`src/design/port0_defs.svh`:
```
// Constants for the eight-pin general-purpose port with alternate functions.
// Contract
// - All pins are inputs during internal reset.
// - Function select outranks the direction bit.
// - Alternate direction rules, except receive follows direction.
// - Bits map receive, transmit, interrupts, counters, PWM.
// - Without function select, direction 0 out, 1 in.
// - Interrupt inputs pass only when selected.
// - Bit 0 is always general-purpose input/output.
// - Registers sit at 0x80, 0x94 and 0x95.
// - Data bits drive pads 0-7; resets ff, ff, 00.
`ifndef PORT0_DEFS_SVH
`define PORT0_DEFS_SVH
`define PORT0_DATA_ADDR            8'h80
`define PORT0_DIRECTION_ADDR       8'h94
`define PORT0_FUNCTION_SELECT_ADDR 8'h95
`define PORT0_DATA_RESET           8'hff
`define PORT0_DIRECTION_RESET      8'hff
`define PORT0_FUNCTION_RESET       8'h00
`define BIT_BOOT_SELECT            0
`define BIT_UART_RX                1
`define BIT_UART_TX                2
`define BIT_EXT_INT_A              3
`define BIT_EXT_INT_B              4
`define BIT_TIMER0                 5
`define BIT_TIMER1                 6
`define BIT_PWM                    7
// Alternate-function pins that always drive out: transmit and PWM.
`define ALT_OUTPUT_MASK            8'h84
// Alternate-function pins that always listen: interrupts and counters.
`define ALT_INPUT_MASK             8'h78
// Pads whose value an alternate function replaces: receive, transmit, PWM.
`define ALT_DRIVEN_MASK            8'h86
`endif

```
`src/design/port0_pkg.sv`:
```
// Types shared by the port logic.
package port0_pkg;
  typedef logic [7:0] byte_t;
  typedef struct packed {
    byte_t data;
    byte_t direction;
    byte_t function_select;
    byte_t read_data;
  } port0_state_s;
endpackage : port0_pkg

```
`src/design/port0_direction_function_mux.sv`:
```
// Port 0 register file, direction and alternate function multiplexing.
`timescale 1ns/100ps
`default_nettype none
`include "port0_defs.svh"
module port0_direction_function_mux (
  input  wire logic       i_clk_sys,
  input  wire logic       i_arst_n,
  input  wire logic [7:0] i_sfr_addr,
  input  wire logic [7:0] i_sfr_wdata,
  input  wire logic       i_sfr_write,
  input  wire logic       i_sfr_read,
  output logic      [7:0] o_sfr_rdata,
  input  wire logic [7:0] i_pad,
  output logic      [7:0] o_pad,
  output logic      [7:0] o_pad_oe_n,
  input  wire logic       i_uart_tx,
  input  wire logic       i_uart_rx_out,
  input  wire logic       i_pwm_out,
  output logic            o_uart_rx,
  output logic            o_ext_interrupt_a_n,
  output logic            o_ext_interrupt_b_n,
  output logic            o_timer0_count_input,
  output logic            o_timer1_count_input
);
  port0_pkg::port0_state_s state_reg;
  port0_pkg::port0_state_s state_next;
  logic [7:0]              alt_sel;
  logic [7:0]              alt_out_en;
  logic [7:0]              drive_en;
  logic [7:0]              drive_val;

  // Next-state: register writes and read capture.
  always_comb begin
    state_next = state_reg;
    if (i_sfr_write) begin
      unique case (i_sfr_addr)
        `PORT0_DATA_ADDR:            state_next.data = i_sfr_wdata;
        `PORT0_DIRECTION_ADDR:       state_next.direction = i_sfr_wdata;
        `PORT0_FUNCTION_SELECT_ADDR: state_next.function_select = i_sfr_wdata;
        default:                     state_next.data = state_reg.data;
      endcase
    end
    // Reads return pad levels for data, stored values otherwise; others read zero.
    if (i_sfr_read) begin
      unique case (i_sfr_addr)
        `PORT0_DATA_ADDR:            state_next.read_data = i_pad;
        `PORT0_DIRECTION_ADDR:       state_next.read_data = state_reg.direction;
        `PORT0_FUNCTION_SELECT_ADDR: state_next.read_data = state_reg.function_select;
        default:                     state_next.read_data = 8'h00;
      endcase
    end
  end

  // Direction and function select writes land on the following edge.
  dir_write_a: assert property (@(posedge i_clk_sys) disable iff (!i_arst_n)
    i_sfr_write && i_sfr_addr == `PORT0_DIRECTION_ADDR
      |=> state_reg.direction == $past(i_sfr_wdata))
    else $error("direction write lost");
  func_write_a: assert property (@(posedge i_clk_sys) disable iff (!i_arst_n)
    i_sfr_write && i_sfr_addr == `PORT0_FUNCTION_SELECT_ADDR
      |=> state_reg.function_select == $past(i_sfr_wdata))
    else $error("function select write lost");

  // A write to any other address must leave all three registers untouched.
  stray_write_a: assert property (@(posedge i_clk_sys) disable iff (!i_arst_n)
    i_sfr_write && i_sfr_addr != `PORT0_DATA_ADDR
      && i_sfr_addr != `PORT0_DIRECTION_ADDR
      && i_sfr_addr != `PORT0_FUNCTION_SELECT_ADDR
      |=> $stable(state_reg.data) && $stable(state_reg.direction)
      && $stable(state_reg.function_select))
    else $error("unmapped write changed a register");

  // Control registers read back as stored; other addresses read zero.
  dir_read_a: assert property (@(posedge i_clk_sys) disable iff (!i_arst_n)
    i_sfr_read && i_sfr_addr == `PORT0_DIRECTION_ADDR
      |=> o_sfr_rdata == $past(state_reg.direction))
    else $error("direction read wrong");
  func_read_a: assert property (@(posedge i_clk_sys) disable iff (!i_arst_n)
    i_sfr_read && i_sfr_addr == `PORT0_FUNCTION_SELECT_ADDR
      |=> o_sfr_rdata == $past(state_reg.function_select))
    else $error("function select read wrong");
  stray_read_a: assert property (@(posedge i_clk_sys) disable iff (!i_arst_n)
    i_sfr_read && i_sfr_addr != `PORT0_DATA_ADDR
      && i_sfr_addr != `PORT0_DIRECTION_ADDR
      && i_sfr_addr != `PORT0_FUNCTION_SELECT_ADDR
      |=> o_sfr_rdata == 8'h00)
    else $error("unmapped read not zero");

  // Read data holds between reads, so a slow master still finds it.
  rdata_hold_a: assert property (@(posedge i_clk_sys) disable iff (!i_arst_n)
    !i_sfr_read |=> $stable(o_sfr_rdata))
    else $error("read data changed without a read");

  // State register; resets leave every pin an input.
  always_ff @(posedge i_clk_sys or negedge i_arst_n) begin
    if (!i_arst_n) begin
      state_reg.data            <= `PORT0_DATA_RESET;
      state_reg.direction       <= `PORT0_DIRECTION_RESET;
      state_reg.function_select <= `PORT0_FUNCTION_RESET;
      state_reg.read_data       <= 8'h00;
    end else begin
      state_reg <= state_next;
    end
  end

  // Reset values stand at the first edge after release, before any write lands.
  reset_values_a: assert property (@(posedge i_clk_sys)
    $rose(i_arst_n) |-> state_reg.data == `PORT0_DATA_RESET
      && state_reg.direction == `PORT0_DIRECTION_RESET
      && state_reg.function_select == `PORT0_FUNCTION_RESET)
    else $error("register reset value wrong");

  // While reset is low every pad stays an input.
  reset_hold_a: assert property (@(posedge i_clk_sys)
    !i_arst_n |-> o_pad_oe_n == 8'hff)
    else $error("pad driven during reset");

  // Bit 0 never takes an alternate function.
  assign alt_sel = {state_reg.function_select[7:1], 1'b0};

  // The boot select pad always shows the data latch, whatever its select bit.
  bit0_data_a: assert property (@(posedge i_clk_sys) disable iff (!i_arst_n)
    o_pad[`BIT_BOOT_SELECT] == state_reg.data[`BIT_BOOT_SELECT])
    else $error("bit 0 not from data latch");

  // Alternate direction: transmit and PWM drive, receive follows direction.
  always_comb begin
    alt_out_en = `ALT_OUTPUT_MASK;
    alt_out_en[`BIT_UART_RX] = ~state_reg.direction[`BIT_UART_RX];
  end

  // A selected receive pin set to output carries the receiver-side value.
  rx_drive_a: assert property (@(posedge i_clk_sys) disable iff (!i_arst_n)
    state_reg.function_select[`BIT_UART_RX] && !state_reg.direction[`BIT_UART_RX]
      |-> !o_pad_oe_n[`BIT_UART_RX] && o_pad[`BIT_UART_RX] == i_uart_rx_out)
    else $error("receive pin not driven");
  tx_drive_a: assert property (@(posedge i_clk_sys) disable iff (!i_arst_n)
    state_reg.function_select[`BIT_UART_TX]
      |-> !o_pad_oe_n[`BIT_UART_TX] && o_pad[`BIT_UART_TX] == i_uart_tx)
    else $error("transmit pin not driven");

  // Selected interrupt and counter pins are inputs whatever the direction says.
  alt_inputs_a: assert property (@(posedge i_clk_sys) disable iff (!i_arst_n)
    (o_pad_oe_n & state_reg.function_select & `ALT_INPUT_MASK)
      == (state_reg.function_select & `ALT_INPUT_MASK))
    else $error("alternate input pin driven");

  // Per-bit priority: function select first, then direction.
  always_comb begin
    for (int i = 0; i < 8; i++) begin
      drive_en[i] = alt_sel[i] ? alt_out_en[i] : ~state_reg.direction[i];
    end
    drive_val = state_reg.data;
    if (alt_sel[`BIT_UART_RX])
      drive_val[`BIT_UART_RX] = i_uart_rx_out;
    if (alt_sel[`BIT_UART_TX])
      drive_val[`BIT_UART_TX] = i_uart_tx;
    if (alt_sel[`BIT_PWM])
      drive_val[`BIT_PWM] = i_pwm_out;
  end

  // Without a select every pad follows its direction bit and its data latch.
  gpio_all_a: assert property (@(posedge i_clk_sys) disable iff (!i_arst_n)
    ((o_pad_oe_n ^ state_reg.direction) & ~alt_sel) == 8'h00)
    else $error("gpio enable wrong");
  gpio_value_a: assert property (@(posedge i_clk_sys) disable iff (!i_arst_n)
    ((o_pad ^ state_reg.data) & ~(alt_sel & `ALT_DRIVEN_MASK)) == 8'h00)
    else $error("gpio value wrong");

  // Async reset forces inputs with or without a clock.
  assign o_pad_oe_n  = i_arst_n ? ~drive_en : 8'hff;
  assign o_pad       = drive_val;
  assign o_sfr_rdata = state_reg.read_data;

  // Inputs to peripherals; interrupts idle high unless selected.
  assign o_uart_rx            = i_pad[`BIT_UART_RX];
  assign o_ext_interrupt_a_n  = alt_sel[`BIT_EXT_INT_A] ? i_pad[`BIT_EXT_INT_A] : 1'b1;
  assign o_ext_interrupt_b_n  = alt_sel[`BIT_EXT_INT_B] ? i_pad[`BIT_EXT_INT_B] : 1'b1;
  assign o_timer0_count_input = alt_sel[`BIT_TIMER0] & i_pad[`BIT_TIMER0];
  assign o_timer1_count_input = alt_sel[`BIT_TIMER1] & i_pad[`BIT_TIMER1];

  // Selected interrupt pins pass the pad level; the second one idles high.
  int_a_pass_a: assert property (@(posedge i_clk_sys) disable iff (!i_arst_n)
    state_reg.function_select[`BIT_EXT_INT_A] |-> o_ext_interrupt_a_n == i_pad[`BIT_EXT_INT_A])
    else $error("interrupt a not passed");
  int_b_gate_a: assert property (@(posedge i_clk_sys) disable iff (!i_arst_n)
    !state_reg.function_select[`BIT_EXT_INT_B] |-> o_ext_interrupt_b_n)
    else $error("interrupt b passed unselected");
  int_b_pass_a: assert property (@(posedge i_clk_sys) disable iff (!i_arst_n)
    state_reg.function_select[`BIT_EXT_INT_B] |-> o_ext_interrupt_b_n == i_pad[`BIT_EXT_INT_B])
    else $error("interrupt b not passed");

  // Counter inputs see the pad only when selected; the receiver always sees bit 1.
  timer0_path_a: assert property (@(posedge i_clk_sys) disable iff (!i_arst_n)
    o_timer0_count_input == (state_reg.function_select[`BIT_TIMER0] && i_pad[`BIT_TIMER0]))
    else $error("timer 0 input wrong");
  timer1_path_a: assert property (@(posedge i_clk_sys) disable iff (!i_arst_n)
    o_timer1_count_input == (state_reg.function_select[`BIT_TIMER1] && i_pad[`BIT_TIMER1]))
    else $error("timer 1 input wrong");
  rx_input_a: assert property (@(posedge i_clk_sys) disable iff (!i_arst_n)
    o_uart_rx == i_pad[`BIT_UART_RX])
    else $error("receive input wrong");

  // Direction reset, function select mapping, data latch load and pad read.
  reset_inputs_a: assert property (@(posedge i_clk_sys)
    $rose(i_arst_n) |-> $past(o_pad_oe_n) == 8'hff)
    else $error("pins not inputs during reset");
  bit0_gpio_a: assert property (@(posedge i_clk_sys) disable iff (!i_arst_n)
    o_pad_oe_n[0] == state_reg.direction[0])
    else $error("bit 0 not under direction");
  priority_sel_a: assert property (@(posedge i_clk_sys) disable iff (!i_arst_n)
    state_reg.function_select[7] |-> !o_pad_oe_n[7] && o_pad[7] == i_pwm_out)
    else $error("pwm not driving");
  rx_dir_a: assert property (@(posedge i_clk_sys) disable iff (!i_arst_n)
    o_pad_oe_n[1] == state_reg.direction[1])
    else $error("receive pin direction wrong");
  gpio_dir_a: assert property (@(posedge i_clk_sys) disable iff (!i_arst_n)
    !state_reg.function_select[5] |-> o_pad_oe_n[5] == state_reg.direction[5])
    else $error("gpio direction wrong");
  int_gate_a: assert property (@(posedge i_clk_sys) disable iff (!i_arst_n)
    !state_reg.function_select[3] |-> o_ext_interrupt_a_n)
    else $error("interrupt passed unselected");
  data_write_a: assert property (@(posedge i_clk_sys) disable iff (!i_arst_n)
    i_sfr_write && i_sfr_addr == `PORT0_DATA_ADDR
      |=> ((o_pad ^ $past(i_sfr_wdata)) & ~(alt_sel & `ALT_DRIVEN_MASK)) == 8'h00)
    else $error("data latch not loaded");
  read_pad_a: assert property (@(posedge i_clk_sys) disable iff (!i_arst_n)
    i_sfr_read && i_sfr_addr == `PORT0_DATA_ADDR |=> o_sfr_rdata == $past(i_pad))
    else $error("pad read wrong");
endmodule : port0_direction_function_mux
`default_nettype wire

```
`config.mk`:
```
export PLATFORM = sky130hd
export DESIGN_NAME = port0_direction_function_mux
export DESIGN_NICKNAME = d
export VERILOG_FILES = /design/src/design/port0_pkg.sv /design/src/design/port0_direction_function_mux.sv
export VERILOG_INCLUDE_DIRS = /design/src /design/src/design
export SDC_FILE = /design/constraint.sdc
export NUM_CORES = 1
export LEC_CHECK = 0
export CORE_ASPECT_RATIO = 0.7
export CORE_MARGIN = 10
export CORE_UTILIZATION = 56
export CTS_CLUSTER_DIAMETER = 40
export CTS_CLUSTER_SIZE = 16
export DETAILED_ROUTE_END_ITERATION = 10
export DONT_BUFFER_PORTS = 1
export GPL_TIMING_DRIVEN = 0
export PLACE_DENSITY_LB_ADDON = 0.12
export SETUP_SLACK_MARGIN = 0.3
export SLEW_MARGIN = 10
export SYNTH_ARGS = -nofsm -noshare
export SYNTH_HDL_FRONTEND = slang
export SYNTH_SLANG_ARGS = --single-unit
```
`constraint.sdc`:
```
create_clock -name i_clk_sys -period 1 [get_ports i_clk_sys]
set_input_delay 0.1 -clock i_clk_sys [delete_from_list [all_inputs] [get_ports i_clk_sys]]
set_output_delay 0.1 -clock i_clk_sys [all_outputs]
set_load 0.005 [all_outputs]
```
# Word-level counts from Yosys, hierarchy flattened
# Cells that the tools add are included.
dict set report classes {
  bitwise_logic 11
  eq_ne 3
  n_reduce_logical 3
  muxes 13
}
# op count
set ops {}
lappend ops {{8-bit == test (second input constant)} 3}
lappend ops {{8-bit one-hot mux with 3 select lines} 1}
lappend ops {{1-bit 2-to-1 mux} 11}
lappend ops {{8-bit 2-to-1 mux} 1}
lappend ops {{1-bit NOT} 8}
lappend ops {{8-bit NOT} 1}
lappend ops {{2-bit AND reduction} 3}
lappend ops {{1-bit AND} 2}
dict set report word_totals {
  elab_cells 34
  ff_bits 32
  output_inout_bits 29
  in_bits 31
}

# Logic depth before layout (Yosys ltp)
dict set report logic_depth {
  ltp_word 4
  ltp_mapped 5
  ltp_nobuf 3
}

# Worst setup path after synthesis
# No wires, ideal clock.
dict set report synth_timing {
  kind {input port to flip-flop}
  start {input i_sfr_addr[1]}
  end {register state_reg[16] (netlist name)}
  t_required_ns 0.918
  n_path_buf 1
  setup_time_ns 0.082
  cell_stages 4
  t_arrival_ns 1.099
  slack_ns -0.181
  path_cell_list {nor4b_4 > and4b_1 > buf_6 > mux2_4}
}
dict set report synth_between {
  elab_chain_cells 2
}
# item line
set synth_lines {}
lappend synth_lines {{start: declaration} port0_direction_function_mux.sv:8} ;# input wire logic [7:0] i_sfr_addr,
lappend synth_lines {{8-bit == test} port0_direction_function_mux.sv:36} ;# unique case (i_sfr_addr)
lappend synth_lines {{2-bit AND reduction (no line)} --}
lappend synth_lines {{end signal: assignment} port0_direction_function_mux.sv:102} ;# state_reg <= state_next;
lappend synth_lines {{end: declaration} port0_direction_function_mux.sv:25} ;# port0_pkg::port0_state_s state_reg;
# No other way between the ends.
# A chain may end at the register's enable or synchronous reset.

# Worst setup path in the final report
dict set report layout_timing {
  start {register state_reg, in the netlist alt_sel[7]}
  end {output o_pad[7]}
}
dict set report layout_between {
  elab_chain_cells 1
}
# item line
set layout_lines {}
lappend layout_lines {{1-bit 2-to-1 mux} port0_direction_function_mux.sv:158} ;# if (alt_sel[`BIT_PWM])
lappend layout_lines {{end: declaration} port0_direction_function_mux.sv:14} ;# output logic [7:0] o_pad,
# No other way between the ends.

==> impl_results.md <==
* RePlAce Congestion at 0.741
* Worst-skew pair later-pin latency at 0.29 ns
* Seq/Total Area, Yosys at 45.8%
* Initial antenna violation count at 0
* Post-synth top cells: 19 x mux2_2, 16 x dfrtp_1, 16 x dfstp_2, 14 x buf_4, 10 x inv_1
* Yosys top cell area share at 23.5%
* GRT overflow at 0
* LEAKAGE at 1.05 nW
* First-pass GRT wire length at 7200 um
* Clk sinks at 32
* CP Class: reg2out
* Initial Utilization at 57.7%
* IO buf count at 0
* Synth Area in Compound Gates at 7.20%
* Maximum VDD drop at 0.000836 V
* Distinct cells, synth at 27
* Ant diodes at 0
* Area delta synth->final at 34.4%
* Reg clk slew, reported paths at 0.07 ns
* # setup viols final at 20
* Post-synthesis simple-gate area fraction at 17.7%
* Rel. slew slack at 75.9%
* Mean Syn Cell Area at 11.8 um^2
* Filler Cell Count at 185
* Ys flop type: dfstp_2
* Largest area contributor in the netlist: dfstp_2
* Crit path DAT at 1.00 ns
* CP endpoint: o_pad[7]
* Final WS setup at -0.104 ns
* Die Span Y at 67.3 um
* Wire length on met2 at 2200 um
* # Max-Cap Violations at 0
* DRT antenna net count at 0
* Layout Nets at 206
* Post-Synth Adder-Cell Area at 0%
* Cell area power density at 1170 nW/um^2
* Largest net degree at the start of global routing at 41
* CP startpoint: alt_sel[7]
* Worst-margin pin slew at 0.361 ns
* Syn Inst Count at 152
* Die X at 87.6 um
* Num CTS Buffers at 5
* Peak Freq at 906 MHz
* Layout cells sized above 1 at 67.6%
* XOR/XNOR Fraction of Synth Area at 0%
* Critical Path RT at 0.90 ns
* Max FO, Critical Path at 3
* Setup TNS at -1.00 ns
* Vias in the first global route at 1331
* CTS tree: built
* Hold Vio Cnt, Final at 53
* RSZ-0062 raised after global routing: true
* Die area at 5900 um^2
* Cell family with most CP delay: flip-flops
* Min cycle time layout at 1.10 ns
* Core box area at 3110 um^2
* Setup Skew at 0.00584 ns
* Met3 wire length at 392 um
* Count leader, synth: mux2_2
* Number of synthesized flops with an enable pin at 0
* Status: finished, violations left
* Hold Slack at -0.500 ns
* Top Layer Used: met4
* Post-route DRC violation count at 0
* Number of synthesized register bits at 32
* Worst R2R End: o_sfr_rdata[7]
* Ys async rst share at 100%
* Worst path cell trace: mux2_4
* Net Count, Synth at 183
* Synth Cell Area at 1790 um^2
* Pwr Total at 2.82 mW
* Vias/cell at 5.80
* Fin crit share at 110%
* Worst path max stage delay at 0.41 ns
* WP depth at 1
* DR WL/cell at 21.7 um
* Routed met1 length at 1990 um
* Worst Hold Class: in2async
* Syn. warnings at 0
* Synth top area cells: dfstp_2 23%, dfrtp_1 22%, mux2_2 12%
* Reg-to-reg slack, setup at -0.05 ns
* Reg2reg start: state_reg[23]
* Critical path endpoint category: output port
* Clock root buffer: clkbuf_8
* Worst setup SP type: flip-flop
* Tot GR Track Use at 16.0%
* Reg2Reg Depth at 4
* Detailed Place HPWL at 3320 um
* Violated checks: negative hold slack, negative setup slack
* Routed wire length at 4650 um
* Largest family of logic cells by synthesized area: multiplexers
* Longest Clk Path Bufs at 2
* CP bufs+invs at 0
* CTS H-tree depth at 2
* FP Rows at 17
* Slowest-stage cell, CP: dfrtp_1
* Routed vias at 1241
* Mux cell area share after synthesis at 18.7%
* Top Ports at 60
* Detailed Routing Iterations Pass 1 at 4
* Initial DRC count at 44
* Max reg flops at 12
* Slew Viols, Final at 0
power breakdown:
| group | total (mW) | internal (mW) | switching, mW |
|---|---|---|---|
| clock network | 1.03 | 0.561 | 0.470 |
| registers | 1.41 | 1.37 | 0.0415 |
| logic | 0.382 | 0.221 | 0.161 |
| total | 2.82 | 2.15 | 0.672 |
cell usage in the layout (no fill, tap or decap), types with 2 or more instances in the layout:
cell / n
a211oi_2: 8
and2_4: 2
and4b_1: 9
buf_4: 15
buf_6: 17
clkbuf_1: 2
clkbuf_8: 8
dfrtp_1: 15
dfstp_2: 16
inv_1: 8
inv_2: 2
mux2_2: 12
mux2_4: 15
nand2_1: 3
nand2b_1: 2
nand2b_4: 2
nor2_1: 4
nor4b_2: 3
nor4b_4: 6
o21ai_2: 2
o22ai_1: 8
logic make-up after synthesis:
logic type / count (synthesis)
flip-flops: 32
multiplexers: 27
AND/OR/NAND/NOR: 41
buffers and inverters: 33
AO/OA/AOI/OAI: 19
metal layers:
layer | GRT usage [%] | up-vias
met5 | 0 | -
li1 | - | 585
met2 | 25.4 | 38
met3 | 7.33 | 7
met1 | 18.7 | 611
met4 | 5.95 | 0
stage by stage:
stage | setup slack, ns | util [%] | area (um^2) | instances
floorplan | -0.178 | - | 2020 | 152
global placement | -0.279 | 66.6 | 2070 | 190
detailed placement | -0.317 | 66.6 | 2070 | 190
CTS | -0.110 | 75.5 | 2340 | 208
global route | -0.142 | 77.5 | 2410 | 214
finish | -0.104 | 77.5 | 2410 | 214
worst min path at each step:
stage	startpoint	to	slack (ns)	cells past startpoint
6_report	i_arst_n	alt_sel[5]	-0.50	0
5_1_grt	i_arst_n	alt_sel[5]	-0.51	0
4_1_cts	i_arst_n	alt_sel[5]	-0.50	0
3_5_place_dp	i_arst_n	alt_sel[4]	-0.19	0
3_3_place_gp	i_arst_n	alt_sel[4]	-0.19	0
2_1_floorplan	i_arst_n	alt_sel[1]	-0.20	0
final cells by class:
| type | count | area (um^2) | area share (%) |
|---|---|---|---|
| Timing Repair Buffer | 16 | 126 | 5.25 |
| Multi-Input combinational cell | 87 | 1000 | 41.7 |
| Inverter | 10 | 37.5 | 1.56 |
| Sequential cell | 32 | 822 | 34.2 |
| Buffer | 23 | 279 | 11.6 |
| Clock buffer | 8 | 90.1 | 3.74 |
| Tap cell | 38 | 47.5 | 1.98 |
what timing repair did:
| action | 4_1_cts | 5_1_grt |
|---|---|---|
| endpoints found under the setup margin | 60 | 60 |
| gates resized for setup | 28 | 5 |
| buffers inserted | 10 | 5 |
| pin swaps | 7 | 5 |
| endpoints found under the hold margin | 56 | 56 |
(Power assumes the default switching activity.)
